$ cat config.mk
export PLATFORM = sky130hd
export DESIGN_NAME = rscp_top
export DESIGN_NICKNAME = d
export VERILOG_FILES = /design/src/hdl/rscp_pkg.sv /design/src/hdl/rscp_top.sv
export VERILOG_INCLUDE_DIRS = /design/src /design/src/hdl
export SDC_FILE = /design/constraint.sdc
export NUM_CORES = 1
export LEC_CHECK = 0
export BUFFER_PORTS_ARGS = -buffer_cell sky130_fd_sc_hd__buf_2
export CORE_AREA = 10 10 126 128
export CTS_BUF_LIST = sky130_fd_sc_hd__clkbuf_2 sky130_fd_sc_hd__clkbuf_4 sky130_fd_sc_hd__clkbuf_8
export DETAILED_ROUTE_END_ITERATION = 16
export DIE_AREA = 0 0 136 138
export PLACE_DENSITY = 0.58
export SLEW_MARGIN = 10
export SYNTH_ARGS = -nofsm -noshare
export SYNTH_HDL_FRONTEND = slang
export SYNTH_SLANG_ARGS = --single-unit
$ cat constraint.sdc
create_clock -name clk_i -period 4.1 [get_ports clk_i]
set_input_delay 0.41 -clock clk_i [delete_from_list [all_inputs] [get_ports clk_i]]
set_output_delay 0.41 -clock clk_i [all_outputs]
set_load 0.1 [all_outputs]
$ cat src/hdl/rscp_map.svh
// Purpose: Constants of the radio serial command port
// Assumes: Included by the port logic only
// Notes: Command codes, status bit places
`ifndef RSCP_MAP_SVH
`define RSCP_MAP_SVH
// Command codes
`define RSCP_CMD_NOP 8'hff
`define RSCP_CMD_PKT_WR 8'h10
`define RSCP_CMD_PKT_RD 8'h30
`define RSCP_CMD_FW_WR 8'h1e
// Upper five bits of address-carrying codes
`define RSCP_GRP_SEQ_WR 5'h03
`define RSCP_GRP_SEQ_RD 5'h07
`define RSCP_GRP_RND_WR 5'h01
`define RSCP_GRP_RND_RD 5'h05
// Radio controller code range
`define RSCP_CMD_RC_LO 8'hb1
`define RSCP_CMD_RC_HI 8'hb7
`define RSCP_CMD_PC_CLR 8'hc7
`define RSCP_CMD_DEV_RST 8'hc8
// Status word bit places
`define RSCP_ST_MEM_RDY 7
`define RSCP_ST_IRQ 6
`define RSCP_ST_RC_RDY 5
`define RSCP_ST_CCA 4
// Firmware memory start address
`define RSCP_FW_BASE 11'h000
`endif

$ cat src/hdl/rscp_pkg.sv
// Purpose: Types of the radio serial command port
// Assumes: Constants live in rscp_map.svh
// Notes: One-hot decoder states
package rscp_pkg;
  typedef enum logic [3:0] {
    RSCP_CMD = 4'h1, // Awaiting a command byte
    RSCP_MEM = 4'h2, // Memory access command active
    RSCP_RC = 4'h4,  // Radio command held until deselect
    RSCP_IGN = 4'h8  // Further bytes ignored
  } rscp_state_t;
endpackage

$ cat src/hdl/rscp_top.sv
// Purpose: Serial slave command port of a radio transceiver
// Assumes: Serial pins asynchronous to clk_i, slow clock mode 0
// Notes: Memory and radio controllers sit outside on clk_i
`timescale 1ns/1ps
`include "rscp_map.svh"

module rscp_top
  import rscp_pkg::*;
(
  // Clock and reset
  input wire logic clk_i,
  input wire logic rst_i,
  // Serial pins from the host
  input wire logic sclk_i,
  input wire logic cs_n_i,
  input wire logic mosi_i,
  output logic miso_o,
  output logic miso_oe_o,
  // Interrupt pins mirrored into status
  input wire logic interrupt_pin_one_i,
  input wire logic interrupt_pin_two_i,
  // Status sources, clk_i domain
  input wire logic mem_ready_i,
  input wire logic radio_ctrl_accepts_flag_i,
  input wire logic cca_idle_i,
  input wire logic [3:0] radio_state_field_i,
  // Packet base pointers
  input wire logic [7:0] tx_base_i,
  input wire logic [7:0] rx_base_i,
  // Radio controller command strobe
  output logic rc_cmd_valid_o,
  output logic [7:0] rc_cmd_o,
  // Memory controller
  output logic mem_exec_o,
  output logic [7:0] mem_cmd_o,
  output logic mem_we_o,
  output logic mem_re_o,
  output logic [10:0] mem_addr_o,
  output logic [7:0] mem_wdata_o,
  input wire logic [7:0] mem_rdata_i
);

  // ***************************************
  // Pin synchronisers
  // ***************************************
  logic [4:0] sync1_q; // First stage, read by stage two only
  logic [4:0] sync2_q; // Stable copies
  logic sclk_prev_q;   // Edge finder for serial clock
  logic cs_prev_q;     // Edge finder for select

  // Two flops on every pin
  always_ff @(posedge clk_i or posedge rst_i) begin
    if (rst_i) begin
      sync1_q <= 5'h02;
      sync2_q <= 5'h02;
    end else begin
      sync1_q <= {interrupt_pin_two_i, interrupt_pin_one_i,
                  mosi_i, cs_n_i, sclk_i};
      sync2_q <= sync1_q;
    end
  end
  wire logic s_sclk = sync2_q[0]; // Synced serial clock
  wire logic s_cs_n = sync2_q[1]; // Synced select
  wire logic s_mosi = sync2_q[2]; // Synced data in
  // Previous samples for edges
  always_ff @(posedge clk_i or posedge rst_i) begin
    if (rst_i) begin
      sclk_prev_q <= 1'b0;
      cs_prev_q <= 1'b1;
    end else begin
      sclk_prev_q <= s_sclk;
      cs_prev_q <= s_cs_n;
    end
  end
  wire logic sel = ~s_cs_n; // Port selected
  wire logic cs_fall = cs_prev_q & ~s_cs_n; // Select just asserted
  wire logic cs_rise = ~cs_prev_q & s_cs_n; // Select just released
  wire logic sck_rise = sel & s_sclk & ~sclk_prev_q;
  wire logic sck_fall = sel & ~s_sclk & sclk_prev_q;
  // ***************************************
  // Status word
  // ***************************************
  logic [7:0] status_w;
  always_comb begin
    status_w = {4'h0, radio_state_field_i};
    status_w[`RSCP_ST_MEM_RDY] = mem_ready_i;
    status_w[`RSCP_ST_IRQ] = sync2_q[3] | sync2_q[4];
    status_w[`RSCP_ST_RC_RDY] = radio_ctrl_accepts_flag_i;
    status_w[`RSCP_ST_CCA] = cca_idle_i;
  end

  // ***************************************
  // Receive shifter
  // ***************************************
  logic [6:0] rx_q;     // Bits gathered so far
  logic [2:0] bit_cnt_q; // Bit within byte
  wire logic [7:0] rx_byte = {rx_q, s_mosi};
  wire logic byte_done = sck_rise & (bit_cnt_q == 3'h7); // Eighth bit sampled
  // Shift in on rising edges, MSB first
  always_ff @(posedge clk_i or posedge rst_i) begin
    if (rst_i) begin
      rx_q <= 7'h00;
      bit_cnt_q <= 3'h0;
    end else if (!sel) begin
      // Frame boundary restarts byte alignment
      bit_cnt_q <= 3'h0;
    end else if (sck_rise) begin
      rx_q <= rx_byte[6:0];
      bit_cnt_q <= bit_cnt_q + 3'h1;
    end
  end

  // ***************************************
  // Transmit shifter
  // ***************************************
  logic [7:0] tx_q;    // MISO comes from bit 7
  logic oe_q;          // Drive enable
  logic rd_pend_q;     // Read data owed next byte
  logic [7:0] rdata_q; // Captured read data
  logic re_dly_q;      // Read data valid this cycle
  // Load status on select, shift on falling edges
  always_ff @(posedge clk_i or posedge rst_i) begin
    if (rst_i) begin
      tx_q <= 8'h00;
      oe_q <= 1'b0;
    end else begin
      oe_q <= sel;
      if (cs_fall) begin
        tx_q <= status_w;
      end else if (sck_fall) begin
        if (bit_cnt_q == 3'h0) begin
          // Next byte: read data or status
          tx_q <= rd_pend_q ? rdata_q : status_w;
        end else begin
          tx_q <= {tx_q[6:0], 1'b0};
        end
      end
    end
  end

  assign miso_o = tx_q[7];
  assign miso_oe_o = oe_q;
  // ***************************************
  // Command decoder
  // ***************************************
  rscp_state_t st_q;
  logic [7:0] cmd_q;   // Recognised command
  logic nop_seen_q;    // First byte was a no-op
  logic first_q;       // Next rising edge opens first param
  logic addr_ok_q;     // Address known for data bytes
  logic [10:0] addr_q; // Working memory address
  // Command classes
  wire logic is_fw = (cmd_q == `RSCP_CMD_FW_WR);
  wire logic is_pkt_wr = (cmd_q == `RSCP_CMD_PKT_WR);
  wire logic is_pkt_rd = (cmd_q == `RSCP_CMD_PKT_RD);
  wire logic is_rnd = (cmd_q[7:3] == `RSCP_GRP_RND_WR) |
                      (cmd_q[7:3] == `RSCP_GRP_RND_RD);
  wire logic is_wr = ~cmd_q[5]; // Write codes have bit 5 clear
  wire logic is_mem_byte = (rx_byte == `RSCP_CMD_PKT_WR) |
                           (rx_byte == `RSCP_CMD_PKT_RD) |
                           (rx_byte[7:3] == `RSCP_GRP_SEQ_WR) |
                           (rx_byte[7:3] == `RSCP_GRP_SEQ_RD) |
                           (rx_byte[7:3] == `RSCP_GRP_RND_WR) |
                           (rx_byte[7:3] == `RSCP_GRP_RND_RD);
  wire logic is_rc_byte = ((rx_byte >= `RSCP_CMD_RC_LO) &&
                           (rx_byte <= `RSCP_CMD_RC_HI)) |
                          (rx_byte == `RSCP_CMD_PC_CLR) |
                          (rx_byte == `RSCP_CMD_DEV_RST);
  // Low address byte joined to the high bits from the command
  wire logic [10:0] new_addr = {addr_q[10:8], rx_byte};
  // Decoder state and memory sequencing
  always_ff @(posedge clk_i or posedge rst_i) begin
    if (rst_i) begin
      st_q <= RSCP_CMD;
      cmd_q <= `RSCP_CMD_NOP;
      nop_seen_q <= 1'b0;
      first_q <= 1'b0;
      addr_ok_q <= 1'b0;
      addr_q <= 11'h000;
    end else if (cs_fall) begin
      st_q <= RSCP_CMD;
      nop_seen_q <= 1'b0;
      first_q <= 1'b0;
      addr_ok_q <= 1'b0;
    end else begin
      case (st_q)
        RSCP_CMD: begin
          if (byte_done) begin
            cmd_q <= rx_byte;
            if (rx_byte == `RSCP_CMD_NOP) begin
              // Second no-op still allowed
              nop_seen_q <= 1'b1;
              st_q <= nop_seen_q ? RSCP_IGN : RSCP_CMD;
            end else if (is_mem_byte) begin
              st_q <= RSCP_MEM;
              first_q <= 1'b1;
            end else if (is_rc_byte) begin
              st_q <= RSCP_RC;
            end else begin
              st_q <= RSCP_IGN;
            end
          end
        end
        RSCP_MEM: begin
          if (sck_rise && first_q) begin
            // Execute on first parameter MSB
            first_q <= 1'b0;
            if (is_pkt_wr) begin
              addr_q <= {3'h0, tx_base_i};
              addr_ok_q <= 1'b1;
            end else if (is_pkt_rd) begin
              addr_q <= {3'h0, rx_base_i};
              addr_ok_q <= 1'b1;
            end else if (is_fw) begin
              addr_q <= `RSCP_FW_BASE;
              addr_ok_q <= 1'b1;
            end else begin
              addr_q <= {cmd_q[2:0], 8'h00};
            end
          end else if (byte_done) begin
            if (!addr_ok_q) begin
              // Low address byte
              addr_ok_q <= 1'b1;
              addr_q <= (!is_wr && !is_rnd) ? new_addr + 11'h001 : new_addr;
            end else if (is_rnd) begin
              // Pair done, next byte is an address
              addr_ok_q <= 1'b0;
            end else begin
              addr_q <= addr_q + 11'h001;
            end
          end
        end
        RSCP_RC: st_q <= RSCP_RC; // Further bytes ignored
        RSCP_IGN: st_q <= RSCP_IGN;
        default: st_q <= RSCP_IGN;
      endcase
    end
  end

  // ***************************************
  // Memory strobes
  // ***************************************
  // Byte belongs to an active memory access
  wire logic mem_body = (st_q == RSCP_MEM) & byte_done & ~first_q;
  // Write, read and execute strobes
  always_ff @(posedge clk_i or posedge rst_i) begin
    if (rst_i) begin
      mem_exec_o <= 1'b0;
      mem_cmd_o <= 8'h00;
      mem_we_o <= 1'b0;
      mem_re_o <= 1'b0;
      mem_addr_o <= 11'h000;
      mem_wdata_o <= 8'h00;
    end else begin
      mem_exec_o <= (st_q == RSCP_MEM) & sck_rise & first_q;
      if ((st_q == RSCP_MEM) && sck_rise && first_q) begin
        mem_cmd_o <= cmd_q;
      end
      mem_we_o <= 1'b0;
      mem_re_o <= 1'b0;
      if (mem_body) begin
        if (addr_ok_q && is_wr) begin
          // Data byte to memory
          mem_we_o <= 1'b1;
          mem_addr_o <= addr_q;
          mem_wdata_o <= rx_byte;
        end else if (!addr_ok_q && !is_wr) begin
          // Address just arrived, prefetch
          mem_re_o <= 1'b1;
          mem_addr_o <= new_addr;
        end else if (addr_ok_q && !is_wr && !is_rnd) begin
          mem_re_o <= 1'b1;
          mem_addr_o <= addr_q;
        end
      end
    end
  end
  // Capture read data, owe it to next byte
  always_ff @(posedge clk_i or posedge rst_i) begin
    if (rst_i) begin
      re_dly_q <= 1'b0;
      rdata_q <= 8'h00;
      rd_pend_q <= 1'b0;
    end else begin
      re_dly_q <= mem_re_o;
      if (re_dly_q) begin
        rdata_q <= mem_rdata_i;
        rd_pend_q <= 1'b1;
      end else if (!sel || (sck_fall && bit_cnt_q == 3'h0)) begin
        rd_pend_q <= 1'b0;
      end
    end
  end
  // ***************************************
  // Radio controller strobe
  // ***************************************
  always_ff @(posedge clk_i or posedge rst_i) begin
    if (rst_i) begin
      rc_cmd_valid_o <= 1'b0;
      rc_cmd_o <= 8'h00;
    end else begin
      // Executes only once select returns high
      rc_cmd_valid_o <= cs_rise & (st_q == RSCP_RC);
      if (cs_rise && st_q == RSCP_RC) begin
        rc_cmd_o <= cmd_q;
      end
    end
  end
  // ***************************************
  // Checks
  // ***************************************
  a_oe_tracks_sel: assert property (@(posedge clk_i) disable iff (rst_i)
    miso_oe_o == $past(sel)) else $error("miso enable wrong");
  a_msb_on_select: assert property (@(posedge clk_i) disable iff (rst_i)
    cs_fall |=> (miso_o == $past(status_w[7]))) else $error("status msb missing");
  a_rc_at_release: assert property (@(posedge clk_i) disable iff (rst_i)
    rc_cmd_valid_o |-> $past(cs_rise) && s_cs_n) else $error("radio strobe early");
  a_rc_code_range: assert property (@(posedge clk_i) disable iff (rst_i)
    rc_cmd_valid_o |-> (rc_cmd_o[7:4] == 4'hb || rc_cmd_o[7:4] == 4'hc))
    else $error("radio code bad");
  a_exec_first_bit: assert property (@(posedge clk_i) disable iff (rst_i)
    mem_exec_o |-> $past(sck_rise) && $past(bit_cnt_q) == 3'h0)
    else $error("memory exec misplaced");
  a_we_on_byte: assert property (@(posedge clk_i) disable iff (rst_i)
    mem_we_o |-> $past(byte_done) && $past(rx_byte) == mem_wdata_o)
    else $error("write data wrong");
  a_seq_advance: assert property (@(posedge clk_i) disable iff (rst_i)
    (mem_we_o && !is_rnd && st_q == RSCP_MEM && !cs_fall) |->
    addr_q == mem_addr_o + 11'h001) else $error("address not advanced");
  a_one_command: assert property (@(posedge clk_i) disable iff (rst_i)
    (st_q == RSCP_RC && !cs_fall) |=> st_q == RSCP_RC) else $error("second command");
  a_status_irq: assert property (@(posedge clk_i) disable iff (rst_i)
    cs_fall && (sync2_q[3] || sync2_q[4]) |=> tx_q[6])
    else $error("irq status missing");
endmodule

* Word-level counts from Yosys, hierarchy flattened
Cells that the tools add are included.
** Operators by class
- Add/subtract/negate cells :: 3
- Order comparisons :: 2
- Equal/unequal tests :: 25
- Multiplexer cells :: 51
- Bitwise operators :: 28
- Reduce and logical (&&, ||, !) cells :: 37
** Operators by type and width (count)
- $mux 11 :: 11
- $mux 8 :: 4
- $mux 1 :: 26
- $eq 8x5->1 const B :: 3
- $eq 8x8->1 const B :: 3
- $mux 4 :: 6
- $add 11x1->11 const B :: 2
- $eq 8x6->1 const B :: 2
- $reduce_bool 2->1 :: 8
- $eq 5x3->1 const B :: 3
- $and 1x1->1 :: 12
- $ne 3x3->1 const B :: 4
- $pmux 4 s3 :: 1
- $reduce_bool 3->1 :: 4
- $logic_and 1x1->1 :: 11
- $eq 5x1->1 const B :: 2
- $reduce_and 5->1 :: 2
- $or 1x1->1 :: 9
- $reduce_and 3->1 :: 3
- $ge 8x8->1 const B :: 1
- $le 8x8->1 const B :: 1
- $reduce_and 2->1 :: 4
- $not 1->1 :: 7
- $mux 3 :: 2
- 14 further kinds :: 15
** Storage, ports and cells
- Bits in registers :: 106
- Input bits :: 38

* Logic depth before layout (Yosys ltp)
- Depth in word-level cells :: 11
- Gate-level depth with buffers :: 8

* Worst setup path after synthesis
No wires, ideal clock.
- Kind :: reg2reg
- Start :: reg st_q[2]
- End :: reg mem_addr_o[10]
- Arrival :: 1878 ps
- Required time :: 3975 ps
- Path slack :: 2096 ps
- Stages on the path, launching flop included :: 4
- Buffers on the path :: 0
- Path through :: dfrtp_1 or4b_4 a2111oi_4 mux2_2
** Between the ends
- Longest elaborated chain between the ends :: 4
** Ends and longest elaborated chain
- from (decl) :: RTL line rscp_top.sv:146 : rscp_state_t st_q;
- from (signal assigned) :: RTL line rscp_top.sv:193 : st_q <= nop_seen_q ? RSCP_IGN : RSCP_CMD;
- $eq 4x2->1 :: RTL line rscp_top.sv:244 : wire logic mem_body = (st_q == RSCP_MEM) & byte_done & ~first_q;
- $and 1x1->1 (2 in a row) :: RTL line rscp_top.sv:244
- $reduce_and 2->1 (no source line)
- to (signal assigned) :: RTL line rscp_top.sv:265 : mem_addr_o <= addr_q;
- to (signal assigned) :: RTL line rscp_top.sv:270 : mem_addr_o <= new_addr;
- to (signal assigned) :: RTL line rscp_top.sv:273 : mem_addr_o <= addr_q;
- to (decl) :: RTL line rscp_top.sv:38 : output logic [10:0] mem_addr_o,
No other way between the ends.
A chain may end at the register's enable or synchronous reset.

* Worst setup path after layout
- Start :: reg cmd_q[5]
- End :: reg mem_addr_o[9]
** Between the ends
- Longest elaborated chain between the ends :: 6
- Elaborated cells on any way between the ends :: 13
** Ends and longest elaborated chain
- from (decl) :: RTL line rscp_top.sv:147 : logic [7:0] cmd_q;
- from (signal assigned) :: RTL line rscp_top.sv:175 : cmd_q <= `RSCP_CMD_NOP;
- from (signal assigned) :: RTL line rscp_top.sv:189 : cmd_q <= rx_byte;
- $eq 5x1->1 (no source line) or $eq 5x3->1 (tied branches)
- $or 1x1->1 :: RTL line rscp_top.sv:156 : wire logic is_rnd = (cmd_q[7:3] == `RSCP_GRP_RND_WR) |
- $logic_not 1->1 :: RTL line rscp_top.sv:271 : end else if (addr_ok_q && !is_wr && !is_rnd) begin
- $logic_and 1x1->1 :: RTL line rscp_top.sv:271
- $reduce_bool 3->1 (no source line)
- $reduce_and 2->1 (no source line)
Parallel ways exist; a longest one is shown, timed or not.

==> results.rst <==
.. list-table::
   :header-rows: 1

   * - Metric
     - Value
   * - Fillers
     - 1310
   * - DRT iter0 DRCs
     - 326
   * - XOR/XNOR Fraction of Synth Area
     - 0.0219
   * - Syn nets
     - 534
   * - Initial Util
     - 0.386
   * - Final clock period utilization by the worst path
     - 0.699
   * - Required @ worst endpoint
     - 4.38 ns
   * - Synthesized cell area
     - 0.00521 mm2
   * - Clock period minus final worst setup slack
     - 2.87 ns
   * - Antenna Nets Post-Route
     - 0
   * - Largest net degree at the start of global routing
     - 43
   * - Clk buf depth
     - 2
   * - Result of the run
     - completed
   * - Kind of critical path
     - register to register
   * - FFs w/ async S/R, synth
     - 1.00
   * - Routed Wire Length
     - 12.8 mm
   * - CTS hold repair buffers
     - 0
   * - Clock tree root driver cell
     - sky130_fd_sc_hd__clkbuf_8
   * - Synth cell types
     - 56
   * - Summed negative setup slack over all endpoints
     - 0 ns
   * - Unrepaired setup endpoints after global routing
     - no
   * - Via count of the first global-routing pass
     - 4057
   * - Top library cells by usage in the layout, fill and taps aside
     - 94 x sky130_fd_sc_hd__dfrtp_1, 78 x sky130_fd_sc_hd__buf_2, 46 x sky130_fd_sc_hd__mux2_2
   * - CTS tree
     - done
   * - Top flip-flop cell by instance count after synthesis
     - sky130_fd_sc_hd__dfrtp_1
   * - Count of final hold-check violations
     - 0
   * - Most common cell after layout, fill and taps aside
     - sky130_fd_sc_hd__dfrtp_1
   * - Inserted Clock Buffers
     - 9
   * - VDD IR-drop max
     - 0.195 mV
   * - CP Data Arrival Time
     - 3.14 ns
   * - Number of gates given a new drive strength after cts
     - 0
   * - Multiplexer share of the synthesized area
     - 0.128
   * - Clock Skew
     - 0.0217 ns
   * - Setup-failing EPs final
     - 0
   * - Total die area
     - 0.0188 mm2
   * - Post-route cell area
     - 0.00596 mm2
   * - H-tree levels
     - 3
   * - Final weighted congestion in routability-driven placement
     - 0.850
   * - Instance area after placement
     - 0.00575 mm2
   * - Die Height
     - 138 um
   * - Post-synthesis compound-gate area fraction
     - 0.127
   * - Syn avg cell area
     - 10.7 um2
   * - GRT Overall Usage
     - 0.138
   * - Adder-cell area share of the yosys netlist
     - 0.0264
   * - Via-per-instance ratio
     - 5.41
   * - DRC violation count after routing
     - 0
   * - Share of post-route cells with drive strength above 1
     - 0.302
   * - Cell count after synthesis
     - 485
   * - Final Total Pwr
     - 2.15 mW
   * - Detailed Routing Iterations Pass 1
     - 5
   * - NumNets Final
     - 600
   * - Total overflow reported by the global router
     - 0
   * - Number of placement rows
     - 43
   * - Sum of net half-perimeters after detailed placement
     - 9.19 mm
   * - Total inserted antenna cells
     - 0
   * - Clock insertion delay at the later pin of the skew report
     - 0.39 ns
   * - Count of port buffers added during placement
     - 78
   * - Class of the most critical hold timing path
     - primary input to async pin
   * - Max cap viols
     - 0
   * - IO Count
     - 79
   * - Final Hold Slack
     - 0.0166 ns
   * - Total leakage power
     - 2.86 nW
   * - CP Launch Type
     - register
   * - Fraction of the yosys area taken by sequential cells
     - 0.512
   * - Top achievable clock speed
     - 349 MHz
   * - Transition time of the tightest slew-check pin
     - 1.10 ns
   * - Synth-to-layout area growth
     - 14.5%
   * - Max-Slew Margin vs Limit
     - 0.253
   * - Die W
     - 136 um
   * - Clock sink count
     - 106
   * - Area inside the core boundary
     - 0.0135 mm2
   * - Power per Cell Area
     - 361 mW/mm2
   * - Yosys synthesis warning count
     - 0
   * - Dominant combinational cell family by area after synthesis
     - simple AND/OR/NAND/NOR gates
   * - Number of antenna violations at the first check in global routing
     - 0
   * - Average wire per standard cell
     - 17.4 um
   * - Clock-pin slew of the registers on the worst-case setup and hold paths
     - 0.11 ns
   * - Count of final max-slew check failures
     - 0
   * - Yosys reg bits
     - 106
   * - Global-route wire length before repair
     - 21.0 mm
   * - Total vias in the final route
     - 3982
   * - Maximum net fanout on the critical path
     - 22
   * - Setup fix buffers added after clock tree synthesis
     - 0
   * - Simple logic cell fraction of the synthesized area
     - 0.151
   * - Worst setup EP type
     - register
   * - Post-synth EDFFs
     - 0
==> registers in the layout (all words and copies together) (netlist names), 5 cells and up <==
signal	flops
tx_q	8
sync2_q	5
cmd_q	8
mem_cmd_o	8
rc_cmd_o	8
rx_q	7
mem_wdata_o	8
addr_q	11
mem_addr_o	11
rdata_q	8
sync1_q	5
==> power by group <==
part	total (mW)	leakage, nW	internal, mW	switching [mW]
Combinational	0.232	1.41	0.105	0.127
Clock	0.689	0.111	0.332	0.357
Sequential	1.23	1.34	1.10	0.135
Total	2.15	2.86	1.53	0.618
==> metrics by stage <==
stage	cells	util	setup slack (ns)
2_1_floorplan	485	-	0.921
6_report	736	0.441	1.23
5_1_grt	736	0.441	1.10
3_3_place_gp	720	0.426	1.36
3_5_place_dp	720	0.426	1.27
4_1_cts	736	0.441	1.25
==> cell families after synthesis <==
kind of cell / after synthesis
AO/OA/AOI/OAI: 104
adder cells (fa/ha/maj): 11
multiplexers: 61
buffers and inverters: 43
AND/OR/NAND/NOR: 147
XOR/XNOR: 13
flip-flops: 106
==> worst max-delay path: stages (launching register included) <==
cell and delay [ns]:
sky130_fd_sc_hd__dfstp_2 0.83, sky130_fd_sc_hd__inv_1 0.18, sky130_fd_sc_hd__ha_1 0.37, sky130_fd_sc_hd__a2111oi_4 0.95, sky130_fd_sc_hd__mux2_2 0.42
==> final cells by class <==
class | instances | area, um2 | area share
Clock buffer | 13 | 166 | 0.0279
Clock inverter | 3 | 47.5 | 0.00797
Inverter | 16 | 62.6 | 0.0105
Multi-Input combinational cell | 336 | 2370 | 0.398
Sequential cell | 106 | 2670 | 0.447
Tap cell | 180 | 225 | 0.0378
Timing Repair Buffer | 82 | 420 | 0.0705
==> worst paths after layout <==
check	to	depth (start not counted)	startpoint	slack, ns
min in group clk_i	sync1_q[1]$_DFF_PP1_	1	cs_n_i	0.13
setup reg to reg	mem_addr_o[9]$_DFFE_PP0P_	4	cmd_q[5]$_DFFE_PP1P_	1.23
hold reg to reg	sync2_q[3]$_DFF_PP0_	0	sync1_q[3]$_DFF_PP0_	0.35
hold / removal	first_q$_DFFE_PP0P_	2	rst_i	0.02
max in group asynchronous	sclk_prev_q$_DFF_PP0_	3	rst_i	3.18
setup / recovery	mem_addr_o[9]$_DFFE_PP0P_	4	cmd_q[5]$_DFFE_PP1P_	1.23
==> metal layers <==
| layer | part of all wire | track usage |
|---|---|---|
| met4 | 0.019 | 0.0538 |
| met3 | 0.077 | 0.0438 |
| met1 | 0.46 | 0.182 |
| met5 | 0 | 0 |
| met2 | 0.44 | 0.205 |
==> Yosys cell counts, drive strengths merged (5+ instances only) <==
| cell type | n | share of area |
|---|---|---|
| buf | 6 | 0.0067 |
| dfstp | 12 | 0.061 |
| inv | 16 | 0.012 |
| a21oi | 29 | 0.028 |
| nand2 | 39 | 0.028 |
| a21o | 6 | 0.0086 |
| nand2b | 5 | 0.0060 |
| mux2 | 46 | 0.099 |
| mux2i | 15 | 0.029 |
| o211ai | 5 | 0.0072 |
| nor3 | 8 | 0.0086 |
| nor2 | 38 | 0.027 |
| o21ai | 31 | 0.030 |
| dfrtp | 94 | 0.45 |
| nor4b | 5 | 0.0084 |
| xnor2 | 9 | 0.015 |
| nand3 | 13 | 0.012 |
| a31oi | 7 | 0.0084 |
| clkbuf | 21 | 0.015 |
| a311oi | 5 | 0.0084 |
| ha | 11 | 0.026 |
| nand4 | 8 | 0.0096 |
(Power assumes the default switching activity.)
